[src/pwm_pkg.sv]
package pwm_pkg;
	// register byte offsets
	localparam logic [7:0] off_duty_low = 8'h00;
	localparam logic [7:0] off_duty_high = 8'h04;
	localparam logic [7:0] off_module_control = 8'h08;
	localparam logic [7:0] off_period_limit = 8'h0c;
	localparam logic [7:0] off_timer_control = 8'h10;
	localparam logic [7:0] off_period_timer = 8'h14;
	localparam logic [7:0] off_gpio_dir = 8'h18;
	localparam logic [7:0] off_gpio_latch = 8'h1c;
	localparam logic [7:0] off_pin_status = 8'h20;
	// field positions
	localparam int duty_lsb_pos = 4;
	localparam int mode_pos = 0;
	localparam int timer_on_pos = 2;
	localparam int prescale_pos = 0;
	localparam int pin_bit = 2;
	// reset values
	localparam logic [7:0] rst_module_control = 8'h00;
	localparam logic [7:0] rst_period_limit = 8'hff;
	localparam logic [7:0] rst_timer_control = 8'h00;
	localparam logic [7:0] rst_gpio_dir = 8'hff;
	localparam logic [7:0] rst_gpio_latch = 8'h00;
	localparam logic [7:0] rst_duty = 8'h00;
	localparam logic [7:0] control_mask = 8'h3f;
	localparam logic [7:0] timer_control_mask = 8'h7f;
	// mode field: waveform mode is 11xx
	localparam logic [1:0] mode_waveform_top = 2'h3;
	// timing: one timer tick per instruction cycle of 4 oscillator periods at prescale 1:1
	localparam int osc_per_cycle = 4;
	localparam logic [1:0] resp_okay = 2'h0;
	localparam logic [1:0] resp_slverr = 2'h2;
endpackage

[src/pwm_tick_if.sv]
`timescale 1ns/1ps
interface pwm_tick_if;
	logic timer_on;
	logic [1:0] prescale_sel;
	logic tick;
	logic [1:0] sub_bits;
	modport divider
	(
		input timer_on,
		input prescale_sel,
		output tick,
		output sub_bits
	);
	modport core
	(
		output timer_on,
		output prescale_sel,
		input tick,
		input sub_bits
	);
endinterface

[src/pwm_prescaler.sv]
`timescale 1ns/1ps
module pwm_prescaler
(
	input wire logic core_clk,
	input wire logic nrst,
	pwm_tick_if.divider tk
);
	logic [1:0] q_r;
	logic [1:0] q_nxt;
	logic [3:0] pre_r;
	logic [3:0] pre_nxt;
	logic q_wrap;
	logic [3:0] pre_top;

	// prescale 1, 4, 16; codes 2 and 3 both give 16
	always_comb
	begin
		q_wrap = (q_r == 2'h3);
		unique case (tk.prescale_sel)
			2'h0: pre_top = 4'h0;
			2'h1: pre_top = 4'h3;
			default: pre_top = 4'hf;
		endcase
		q_nxt = q_r + 2'h1;
		pre_nxt = pre_r;
		if (!tk.timer_on)
			pre_nxt = 4'h0;
		else if (q_wrap)
			pre_nxt = (pre_r >= pre_top) ? 4'h0 : pre_r + 4'h1;
		tk.tick = tk.timer_on && q_wrap && (pre_r >= pre_top);
		// low extension bits: quarter-cycle count at 1:1, prescaler bits otherwise
		unique case (tk.prescale_sel)
			2'h0: tk.sub_bits = q_r;
			2'h1: tk.sub_bits = pre_r[1:0];
			default: tk.sub_bits = pre_r[3:2];
		endcase
	end

	always_ff @(posedge core_clk or negedge nrst)
	begin
		if (!nrst)
		begin
			q_r <= 2'h0;
			pre_r <= 4'h0;
		end
		else
		begin
			q_r <= q_nxt;
			pre_r <= pre_nxt;
		end
	end
endmodule

[src/pwm_core.sv]
// Behaviour
// - drive a pulse-width waveform on the output pin with up to ten-bit duty
// - writing zero to module control forces the waveform latch low, not gpio
// - period is (limit+1) times four oscillator periods times prescale
// - timer equal to limit clears on next increment; boundary events then
// - in waveform mode pin goes high one clock after each boundary unless duty is zero
// - at each boundary in waveform mode the duty value is copied into the shadow register
// - duty is low register as msbs and control bits 5:4 as lsbs
// - duty writes reach shadow only at boundary; shadow read-only in waveform mode
// - pin clears when shadow matches timer extended by two low bits
// - duty longer than the period never clears the pin
`timescale 1ns/1ps
module pwm_core
(
	input wire logic core_clk,
	input wire logic nrst,
	input wire logic [7:0] awaddr,
	input wire logic awvalid,
	output logic awready,
	input wire logic [31:0] wdata,
	input wire logic [3:0] wstrb,
	input wire logic wvalid,
	output logic wready,
	output logic [1:0] bresp,
	output logic bvalid,
	input wire logic bready,
	input wire logic [7:0] araddr,
	input wire logic arvalid,
	output logic arready,
	output logic [31:0] rdata,
	output logic [1:0] rresp,
	output logic rvalid,
	input wire logic rready,
	input wire logic waveform_out_pin_in,
	output logic waveform_out_pin_out,
	output logic waveform_out_pin_oe
);
	pwm_tick_if tk();

	logic [7:0] duty_low_r, duty_low_nxt;
	logic [7:0] duty_high_r, duty_high_nxt;
	logic [1:0] duty_latch_r, duty_latch_nxt;
	logic [7:0] control_r, control_nxt;
	logic [7:0] period_limit_r, period_limit_nxt;
	logic [7:0] timer_control_r, timer_control_nxt;
	logic [7:0] period_timer_r, period_timer_nxt;
	logic [7:0] gpio_dir_r, gpio_dir_nxt;
	logic [7:0] gpio_latch_r, gpio_latch_nxt;
	logic wave_r, wave_nxt;
	logic set_r, set_nxt;
	logic [7:0] aw_addr_r, aw_addr_nxt;
	logic aw_have_r, aw_have_nxt;
	logic [31:0] w_data_r, w_data_nxt;
	logic [3:0] w_strb_r, w_strb_nxt;
	logic w_have_r, w_have_nxt;
	logic bvalid_r, bvalid_nxt;
	logic [1:0] bresp_r, bresp_nxt;
	logic rvalid_r, rvalid_nxt;
	logic [1:0] rresp_r, rresp_nxt;
	logic [31:0] rdata_r, rdata_nxt;
	logic pin_s1_r, pin_s2_r;
	logic do_write;
	logic wave_mode;
	logic boundary;
	logic [9:0] duty_next_val;
	logic [7:0] wbyte;
	logic [31:0] rd_word;

	function automatic logic mapped(input logic [7:0] a);
		mapped = (a <= pwm_pkg::off_pin_status) && (a[1:0] == 2'h0);
	endfunction

	pwm_prescaler u_pre
	(
		.core_clk(core_clk),
		.nrst(nrst),
		.tk(tk)
	);

	assign tk.timer_on = timer_control_r[pwm_pkg::timer_on_pos];
	assign tk.prescale_sel = timer_control_r[pwm_pkg::prescale_pos +: 2];
	assign wave_mode = (control_r[pwm_pkg::mode_pos + 2 +: 2] == pwm_pkg::mode_waveform_top);
	assign boundary = tk.tick && (period_timer_r == period_limit_r);
	assign duty_next_val = {duty_low_r, control_r[pwm_pkg::duty_lsb_pos +: 2]};

	assign awready = !aw_have_r && !bvalid_r;
	assign wready = !w_have_r && !bvalid_r;
	assign arready = !rvalid_r;
	assign bvalid = bvalid_r;
	assign bresp = bresp_r;
	assign rvalid = rvalid_r;
	assign rresp = rresp_r;
	assign rdata = rdata_r;
	// pin shared with gpio latch; direction bit 2 low makes it an output
	assign waveform_out_pin_oe = !gpio_dir_r[pwm_pkg::pin_bit];
	assign waveform_out_pin_out = wave_mode ? wave_r : gpio_latch_r[pwm_pkg::pin_bit];

	// bus channel capture
	always_comb
	begin
		aw_have_nxt = aw_have_r;
		aw_addr_nxt = aw_addr_r;
		w_have_nxt = w_have_r;
		w_data_nxt = w_data_r;
		w_strb_nxt = w_strb_r;
		bvalid_nxt = bvalid_r;
		bresp_nxt = bresp_r;
		if (awvalid && awready)
		begin
			aw_have_nxt = 1'b1;
			aw_addr_nxt = awaddr;
		end
		if (wvalid && wready)
		begin
			w_have_nxt = 1'b1;
			w_data_nxt = wdata;
			w_strb_nxt = wstrb;
		end
		do_write = aw_have_r && w_have_r;
		if (do_write)
		begin
			aw_have_nxt = 1'b0;
			w_have_nxt = 1'b0;
			bvalid_nxt = 1'b1;
			bresp_nxt = mapped(aw_addr_r) ? pwm_pkg::resp_okay : pwm_pkg::resp_slverr;
		end
		else if (bvalid_r && bready)
			bvalid_nxt = 1'b0;
		wbyte = w_data_r[7:0];
	end

	// read path
	always_comb
	begin
		unique case (araddr)
			pwm_pkg::off_duty_low: rd_word = {24'h0, duty_low_r};
			pwm_pkg::off_duty_high: rd_word = {24'h0, duty_high_r};
			pwm_pkg::off_module_control: rd_word = {24'h0, control_r};
			pwm_pkg::off_period_limit: rd_word = {24'h0, period_limit_r};
			pwm_pkg::off_timer_control: rd_word = {24'h0, timer_control_r};
			pwm_pkg::off_period_timer: rd_word = {24'h0, period_timer_r};
			pwm_pkg::off_gpio_dir: rd_word = {24'h0, gpio_dir_r};
			pwm_pkg::off_gpio_latch: rd_word = {24'h0, gpio_latch_r};
			pwm_pkg::off_pin_status: rd_word = {29'h0, duty_latch_r, pin_s2_r};
			default: rd_word = 32'h0;
		endcase
		rvalid_nxt = rvalid_r;
		rresp_nxt = rresp_r;
		rdata_nxt = rdata_r;
		if (arvalid && arready)
		begin
			rvalid_nxt = 1'b1;
			rdata_nxt = rd_word;
			rresp_nxt = mapped(araddr) ? pwm_pkg::resp_okay : pwm_pkg::resp_slverr;
		end
		else if (rvalid_r && rready)
			rvalid_nxt = 1'b0;
	end

	// register file, timer and waveform
	always_comb
	begin
		duty_low_nxt = duty_low_r;
		duty_high_nxt = duty_high_r;
		duty_latch_nxt = duty_latch_r;
		control_nxt = control_r;
		period_limit_nxt = period_limit_r;
		timer_control_nxt = timer_control_r;
		period_timer_nxt = period_timer_r;
		gpio_dir_nxt = gpio_dir_r;
		gpio_latch_nxt = gpio_latch_r;
		wave_nxt = wave_r;
		set_nxt = 1'b0;
		if (tk.tick)
			period_timer_nxt = boundary ? 8'h00 : period_timer_r + 8'h01;
		if (wave_mode)
		begin
			// clear on match of shadow and timer with two low bits; beyond period never matches
			if ({duty_high_r, duty_latch_r} == {period_timer_r, tk.sub_bits})
				wave_nxt = 1'b0;
			// set one clock after the boundary so rise and fall share the same register delay
			if (set_r)
				wave_nxt = ({duty_high_r, duty_latch_r} != 10'h0);
			if (boundary)
			begin
				duty_high_nxt = duty_next_val[9:2];
				duty_latch_nxt = duty_next_val[1:0];
				set_nxt = 1'b1;
			end
		end
		if (do_write && w_strb_r[0])
		begin
			unique case (aw_addr_r)
				pwm_pkg::off_duty_low: duty_low_nxt = wbyte;
				pwm_pkg::off_duty_high: if (!wave_mode) duty_high_nxt = wbyte;
				pwm_pkg::off_module_control:
				begin
					control_nxt = wbyte & pwm_pkg::control_mask;
					if (wbyte == 8'h00)
						wave_nxt = 1'b0;
				end
				pwm_pkg::off_period_limit: period_limit_nxt = wbyte;
				pwm_pkg::off_timer_control: timer_control_nxt = wbyte & pwm_pkg::timer_control_mask;
				pwm_pkg::off_period_timer: period_timer_nxt = wbyte;
				pwm_pkg::off_gpio_dir: gpio_dir_nxt = wbyte;
				pwm_pkg::off_gpio_latch: gpio_latch_nxt = wbyte;
				default: ;
			endcase
		end
	end

	always_ff @(posedge core_clk or negedge nrst)
	begin
		if (!nrst)
		begin
			duty_low_r <= pwm_pkg::rst_duty;
			duty_high_r <= pwm_pkg::rst_duty;
			duty_latch_r <= 2'h0;
			control_r <= pwm_pkg::rst_module_control;
			period_limit_r <= pwm_pkg::rst_period_limit;
			timer_control_r <= pwm_pkg::rst_timer_control;
			period_timer_r <= 8'h00;
			gpio_dir_r <= pwm_pkg::rst_gpio_dir;
			gpio_latch_r <= pwm_pkg::rst_gpio_latch;
			wave_r <= 1'b0;
			set_r <= 1'b0;
			aw_have_r <= 1'b0;
			aw_addr_r <= 8'h00;
			w_have_r <= 1'b0;
			w_data_r <= 32'h0;
			w_strb_r <= 4'h0;
			bvalid_r <= 1'b0;
			bresp_r <= 2'h0;
			rvalid_r <= 1'b0;
			rresp_r <= 2'h0;
			rdata_r <= 32'h0;
			pin_s1_r <= 1'b0;
			pin_s2_r <= 1'b0;
		end
		else
		begin
			duty_low_r <= duty_low_nxt;
			duty_high_r <= duty_high_nxt;
			duty_latch_r <= duty_latch_nxt;
			control_r <= control_nxt;
			period_limit_r <= period_limit_nxt;
			timer_control_r <= timer_control_nxt;
			period_timer_r <= period_timer_nxt;
			gpio_dir_r <= gpio_dir_nxt;
			gpio_latch_r <= gpio_latch_nxt;
			wave_r <= wave_nxt;
			set_r <= set_nxt;
			aw_have_r <= aw_have_nxt;
			aw_addr_r <= aw_addr_nxt;
			w_have_r <= w_have_nxt;
			w_data_r <= w_data_nxt;
			w_strb_r <= w_strb_nxt;
			bvalid_r <= bvalid_nxt;
			bresp_r <= bresp_nxt;
			rvalid_r <= rvalid_nxt;
			rresp_r <= rresp_nxt;
			rdata_r <= rdata_nxt;
			pin_s1_r <= waveform_out_pin_in;
			pin_s2_r <= pin_s1_r;
		end
	end
endmodule

[config.mk]
export PLATFORM = sky130hd
export DESIGN_NAME = pwm_core
export DESIGN_NICKNAME = d
export VERILOG_FILES = /design/src/pwm_pkg.sv /design/src/pwm_tick_if.sv /design/src/pwm_prescaler.sv /design/src/pwm_core.sv
export SDC_FILE = /design/constraint.sdc
export NUM_CORES = 1
export LEC_CHECK = 0
export ABC_AREA = 1
export BUFFER_PORTS_ARGS = -buffer_cell sky130_fd_sc_hd__clkbuf_2
export CORE_UTILIZATION = 41
export DETAILED_ROUTE_END_ITERATION = 16
export PLACE_DENSITY_LB_ADDON = 0.2
export SKIP_CTS_REPAIR_TIMING = 1
export SYNTH_ARGS = -nofsm -noshare
export SYNTH_HDL_FRONTEND = slang
export SYNTH_HIERARCHICAL = 1
export SYNTH_SLANG_ARGS = --single-unit
[constraint.sdc]
create_clock -name core_clk -period 2.66 [get_ports core_clk]
set_input_delay 0.532 -clock core_clk [delete_from_list [all_inputs] [get_ports core_clk]]
set_output_delay 0.532 -clock core_clk [all_outputs]
set_load 0.01 [all_outputs]
# Yosys cells after proc, flatten, opt, wreduce, memory -nomap -nowiden
# Cells that the tools add are included.
# word_totals
register_bits	130
inputBits	60
out_inout_bits	43
elab_cells	123
# op_classes
addsub	3
n_lt_le_gt_ge	3
n_eq_ne	21
n_mux	34
n_reduce_logical	37
# op_table
cell	count
8-bit two-way mux	9
8-bit one-hot mux with 9 select lines	1
8-bit by 5-bit equality test with 1-bit output, second input constant	8
8-bit by 4-bit equality test with 1-bit output, second input constant	4
8-bit zero test	3
1-bit two-way mux	17
8-bit by 3-bit equality test with 1-bit output, second input constant	2
8-bit by 6-bit less-or-equal comparator with 1-bit output, second input constant	2
1-bit logical AND	14
2-bit AND reduction	7
4-bit two-way mux	3
10-bit equality test	1
10-bit nonzero test	1
8-bit by 1-bit adder with 8-bit output, second input constant	1
8-bit by 6-bit equality test with 1-bit output, second input constant	1
8-bit equality test	1
4-bit one-hot mux with 2 select lines	1
2-bit nonzero test	4
2-bit zero test	3
1-bit zero test	5
4-bit by 1-bit adder with 4-bit output, second input constant	1
2-bit equality test, second input constant	2
4-bit >= comparator	1
2-bit two-way mux	2
4 further kinds	4

# Logic depth before layout (Yosys ltp)
# logic_depth
ltp_word	10
ltp_mapped	17
ltp_nobuf	17

# Cells and area by module
# Netlist, hierarchy kept.
# modules_own_cells
module	instances	cells_each	area_each_um2
pwm_core	1	675	5178.7
pwm_prescaler	1	59	452.9

# Least setup slack after synthesis
# No wires, ideal clock.
# synth_timing
kind	reg2reg
startpoint	reg timer_control_r[1]
endpoint	reg period_timer_r[2]
setup_time_ns	0.130
arrival_time_ns	2.066
path_slack_ns	0.464
stages_incl_launch_ff	13
n_path_buf	0
path_cell_list	dfrtp_1 -> nor2_2 -> inv_1 -> ha_1 -> nand4_1 -> nand3_2 -> nand2_1 -> inv_1 -> nand2_2 -> nor3_4 -> nand2_1 -> nand2_1 -> o22ai_1
# synth_via
elab_chain_cells	9
elab_cells_between_ends	10
cone_classes	1 x order compare; 1 x eq/ne; 5 x mux; 3 x reduce/logical
# synth_lines
item	line_no	rtl
start, declared	pwm_core.sv:45	logic [7:0] timer_control_r, timer_control_nxt;
start signal, assigned	pwm_core.sv:221	timer_control_r <= pwm_pkg::rst_timer_control;
start signal, assigned	pwm_core.sv:247	timer_control_r <= timer_control_nxt;
2-bit by 1-bit equality test with 1-bit output or 2-bit zero test (tied branches)	pwm_prescaler.sv:19	unique case (tk.prescale_sel)
4-bit one-hot mux with 2 select lines *	pwm_prescaler.sv:19	
4-bit >= comparator *	pwm_prescaler.sv:30	tk.tick = tk.timer_on && q_wrap && (pre_r >= pre_top);
1-bit logical AND *	pwm_prescaler.sv:30	
net tk.tick	pwm_tick_if.sv:5	logic tick;
1-bit logical AND	pwm_core.sv:83	assign boundary = tk.tick && (period_timer_r == period_limit_r);
8-bit two-way mux	pwm_core.sv:175	period_timer_nxt = boundary ? 8'h00 : period_timer_r + 8'h01;
8-bit two-way mux *	pwm_core.sv:174	if (tk.tick)
8-bit two-way mux	pwm_core.sv:193	unique case (aw_addr_r)
8-bit two-way mux *	pwm_core.sv:191	if (do_write && w_strb_r[0])
net period_timer_nxt[2]	pwm_core.sv:46	logic [7:0] period_timer_r, period_timer_nxt;
end signal, assigned	pwm_core.sv:248	period_timer_r <= period_timer_nxt;
end, declared	pwm_core.sv:46	
# Mark *: on every way through the listed nets, which the timed path passes. The rest lies on a longest branch.
# A chain may end at the register's enable or synchronous reset.

# Worst setup path in the final report
# layout_timing
startpoint	reg timer_control_r[1]
endpoint	reg duty_high_r[4]
# layout_via
elab_chain_cells	10
elab_cells_between_ends	11
cone_classes	1 x order compare; 1 x eq/ne; 6 x mux; 3 x reduce/logical
# layout_lines
item	line_no	rtl
2-bit by 1-bit equality test with 1-bit output or 2-bit zero test (tied branches)	pwm_prescaler.sv:19	
4-bit one-hot mux with 2 select lines *	pwm_prescaler.sv:19	
4-bit >= comparator *	pwm_prescaler.sv:30	
1-bit logical AND *	pwm_prescaler.sv:30	
net tk.tick	pwm_tick_if.sv:5	
1-bit logical AND *	pwm_core.sv:83	
8-bit two-way mux *	pwm_core.sv:184	if (boundary)
8-bit two-way mux *	pwm_core.sv:176	if (wave_mode)
8-bit two-way mux	pwm_core.sv:195	pwm_pkg::off_duty_high: if (!wave_mode) duty_high_nxt = wbyte;
8-bit two-way mux	pwm_core.sv:193	
8-bit two-way mux *	pwm_core.sv:191	
net duty_high_nxt[4]	pwm_core.sv:41	logic [7:0] duty_high_r, duty_high_nxt;
end signal, assigned	pwm_core.sv:217	duty_high_r <= pwm_pkg::rst_duty;
end signal, assigned	pwm_core.sv:243	duty_high_r <= duty_high_nxt;
end, declared	pwm_core.sv:41	
# Marks and branches as above.

==> results.txt <==
* Core Box Area: 13300 um^2
- Post-route core utilization: 47.2%
* Hold/Removal Path Class: primary input to async pin
- Count of state elements after synthesis: 104
- In the post-synthesis netlist, the biggest area contributors are sky130_fd_sc_hd__dfrtp_1, sky130_fd_sc_hd__nand2_1, sky130_fd_sc_hd__dfstp_2, sky130_fd_sc_hd__nand3_1, sky130_fd_sc_hd__inv_1.
* Unrepaired setup endpoints after global routing: no
- Detailed routing inserted a total of 4902 vias.
* R2r worst-path depth: 14
- After layout, the worst path uses 90.6% of the clock period.
- Internal power: 2950 uW
- Grouping stages by cell kind, the critical path spends the most delay in simple AND/OR/NAND/NOR gates.
- The die is 119 um wide.
* Yosys Warn Count: 6
- Diode count: 0
* Count of buffer and inverter cells on the critical path: 3
- Post-synth top area share: 39.1%
- The hold violation count in the final report is 0.
- The setup check on the worst reg-to-reg path leaves a slack of 0.25 ns.
- Net switching fraction of the power: 35.9%
* Crit path launch type: flip-flop
* Sequential Power Share: 46.4%
* Cell with the most instances after synthesis: sky130_fd_sc_hd__nand2_1
- Layout filler cell count: 1371
- Summed over all cells, the static leakage comes to 0.00308 uW.
- GR Util met1: 32.1%
- Most used standard cells in the synthesized netlist: sky130_fd_sc_hd__nand2_1, sky130_fd_sc_hd__dfrtp_1, sky130_fd_sc_hd__inv_1
* Detailed-route wire length: 15100 um
- After clock tree synthesis, the clock-pin slew on the worst setup and hold paths is 0.07 ns.
- Data arrival time of the worst path: 2.71 ns
- Gp weighted congestion: 0.943
- Post-synth top flop: sky130_fd_sc_hd__dfrtp_1
- The count of final max-slew check failures was 0.
* Post-synth EDFFs: 0
* Via density per instance: 5.09
- After floorplanning, the core was divided into 42 placement rows.
* Comb pwr share: 24.6%
* Met3 global-route usage: 3.11%
- TritonCTS clock tree: done
- Global routing used 23.3% of the available tracks across all layers.
* Maximum fanout encountered on the critical timing path: 12
- Pin slew with the least headroom to its limit: 0.804 ns
* Half-perimeter wire length after detailed placement: 11300 um
- I/O Buffers: 49
- No sink is reached through more buffers than the 2 on the longest clock path.
- In this run the cell area of the synthesized design comes to 5630 um^2.
* Data required, critical path: 2.96 ns
- Share of the yosys chip area belonging to registers: 46.6%
- The first routing iteration left 385 violations.
* Clk Tree Root Cell: sky130_fd_sc_hd__clkbuf_16
* Net switching power figure: 1650 uW
- The clock network is responsible for 29.0% of the overall power.
- The number of antenna violations at the first check in global routing came to 0.
* Highest-utilization routing layer at the global route stage: met2
- Clock skew after layout: 0.00885 ns
- Area of the die: 14200 um^2
- For the final routed database, the setup TNS stands at 0 ns.
- Endpoint type of the worst setup path: flip-flop
* Initial standard-cell utilization of the core: 42.4%
- Traced cell by cell, the critical path runs through nor2_2, inv_1, ha_1, nand4_1, nand3_2, nand2_1, inv_2, nand2_2, nor3_4, buf_4, nand3_4, nand2_1, nand3_1, nand2_1.
- Synth-to-layout area growth: 11.5%
- Power density cells: 734 nW/um^2
- Counting flops with an async set or reset pin after synthesis yields a share of 100%.
- Most frequent CP cell: sky130_fd_sc_hd__nand2_1
- Run status: finished, final reports clean
- Dividing the detail-routed wire length by the instance count gives 15.7 um.
- Pin placement for this block handled 103 I/O pins.
- In this run the number of H-tree levels came out at 3.
* Reg-to-reg critical path endpoint: duty_high_r[4]
* First-pass GRT wire length: 25000 um
- Entering global routing, the biggest net connects 58 pins.
- In this run the remaining antenna-violating nets after routing total 0.
* Per-instance average area after synthesis: 7.67 um^2
- For this run, the top clock speed supported by timing is 415 MHz.
- Timing analysis after detailed placement gives a worst setup slack of 0.207 ns.
- Cell variety after synth: 40
- Max Cap Violations: 0
- sky130_fd_sc_hd__dfrtp_1 takes more of the synthesized area than any other cell.
- Clock buffers created by TritonCTS: 9
* WS Path Type: flip-flop to flip-flop
* Startpoint of the worst register-to-register path: timer_control_r[1]
- Number of instances in the synthesized netlist: 734
- Slowest stage cell, crit path: sky130_fd_sc_hd__dfrtp_1
- The largest single stage delay on the critical path is 0.43 ns.
- Die height: 119 um
- The number of global-route vias before repair is 4844.
- Worst setup margin: 0.251 ns
* Pre-Repair DR Iteration Count: 5
- Global routing used 35.8% of the available met2 tracks.
- Final worst path period need: 2.41 ns
- Share of cells above drive strength 1: 14.7%
* Final-stage net count: 850
- Headroom to the max-slew limit came out at 46.4%.
- Clk Latency, worst-skew pair: 0.36 ns
- IR analysis of the VDD net gives a maximum drop of 425 uV.
* Total gr overflow: 0
- Clock tree synthesis found a total of 104 sinks.
- Final setup violation count: 0
* Post-route DRC: 0
cell families (layout without fill, tap and decap cells):
logic type                 after synthesis  in the layout  share of synthesized area (%)
AOI/OAI and AO/OA                       92             92                           8.78
xor gates and xnor gates                10             10                           1.56
adders and majority gates                7              7                           1.56
buffers and inverters                  129            158                           10.6
DFF                                    104            104                           46.6
muxes                                    4              4                          0.800
other                                    1             26                         0.0666
and+or+nand+nor                        387            387                           30.0
stage by stage:
stage          hold WS, ns  instance area, um^2  instances  total power (uW)
6_report             0.240                 6280        964              4610
5_1_grt              0.278                 6280        964              4900
4_1_cts              0.274                 6270        964              4640
3_5_place_dp         0.336                 5980        948              3300
3_3_place_gp         0.343                 5980        948              3260
2_1_floorplan        0.236                 5730        759              2870
placed cells by master (no fill, tap or decap), types with 2 or more instances in the layout:
| master | Yosys | routed |
|---|---|---|
| sky130_fd_sc_hd__nand2_1 | 202 | 202 |
| sky130_fd_sc_hd__dfrtp_1 | 88 | 88 |
| sky130_fd_sc_hd__inv_1 | 83 | 82 |
| sky130_fd_sc_hd__nand3_1 | 73 | 73 |
| sky130_fd_sc_hd__nor2_1 | 68 | 67 |
| sky130_fd_sc_hd__clkbuf_2 | 1 | 48 |
| sky130_fd_sc_hd__o21ai_0 | 44 | 44 |
| sky130_fd_sc_hd__conb_1 | 1 | 26 |
| sky130_fd_sc_hd__a21oi_1 | 18 | 18 |
| sky130_fd_sc_hd__nand4_1 | 17 | 17 |
| sky130_fd_sc_hd__o21ai_1 | 17 | 17 |
| sky130_fd_sc_hd__dfstp_2 | 16 | 16 |
| sky130_fd_sc_hd__clkbuf_16 | 0 | 9 |
| sky130_fd_sc_hd__xor2_1 | 8 | 8 |
| sky130_fd_sc_hd__ha_1 | 7 | 7 |
| sky130_fd_sc_hd__buf_4 | 26 | 6 |
| sky130_fd_sc_hd__nand2_2 | 5 | 5 |
| sky130_fd_sc_hd__nor2_2 | 4 | 5 |
| sky130_fd_sc_hd__o22ai_1 | 5 | 5 |
| sky130_fd_sc_hd__inv_2 | 3 | 4 |
| sky130_fd_sc_hd__nor3_1 | 4 | 4 |
| sky130_fd_sc_hd__mux2_2 | 4 | 4 |
| sky130_fd_sc_hd__or2_2 | 3 | 3 |
| sky130_fd_sc_hd__nand3_2 | 3 | 3 |
| sky130_fd_sc_hd__o21bai_1 | 3 | 3 |
| sky130_fd_sc_hd__nor2_4 | 2 | 2 |
| sky130_fd_sc_hd__xnor2_1 | 2 | 2 |
| sky130_fd_sc_hd__nor4_1 | 2 | 2 |
| sky130_fd_sc_hd__or2_1 | 2 | 2 |
| sky130_fd_sc_hd__clkinvlp_4 | 0 | 2 |
metal layers:
layer | vias up | routed length [um]
met1 | 2312 | 7160
met2 | 159 | 6810
li1 | 2401 | -
met3 | 30 | 602
met5 | - | 0
met4 | 0 | 517
state kept, by name (all words and copies together) (netlist names), 2 cells and up:
name,count
aw_addr_r,8
duty_high_r,8
duty_low_r,8
gpio_dir_r,8
gpio_latch_r,8
period_limit_r,8
period_timer_r,8
rdata,8
w_data_r,8
timer_control_r,7
control_r,6
u_pre/pre_r,4
duty_latch_r,2
u_pre/q_r,2
worst max-delay path by stage:
| stage | startpoint | end | slack [ns] | cells past startpoint |
|---|---|---|---|---|
| 2_1_floorplan | timer_control_r[1] | period_timer_r[2] | 0.46 | 12 |
| 3_3_place_gp | timer_control_r[1] | duty_high_r[4] | 0.28 | 14 |
| 3_5_place_dp | timer_control_r[1] | period_timer_r[7] | 0.21 | 14 |
| 4_1_cts | timer_control_r[1] | duty_high_r[4] | 0.19 | 14 |
| 5_1_grt | timer_control_r[1] | duty_high_r[7] | 0.06 | 15 |
| 6_report | timer_control_r[1] | duty_high_r[4] | 0.25 | 14 |
power groups by stage:
stage | combinational (uW) | clock [uW] | sequential, uW
finish | 1130 | 1340 | 2140
global placement | 1100 | 0 | 2160
detailed placement | 1130 | 0 | 2160
floorplan | 783 | 0 | 2090
global route | 1280 | 1440 | 2180
CTS | 1140 | 1370 | 2140
layout make-up:
class	instances	area (um^2)	area share, %
multi-input cells	526	2510	39.9
well taps	176	220	3.51
flip-flops and latches	104	2620	41.8
repair buffers	55	305	4.86
inverters	87	327	5.20
clock buffers	10	229	3.65
clock inverters	6	67.6	1.08
Note: power is estimated with default switching activity, not from simulation.
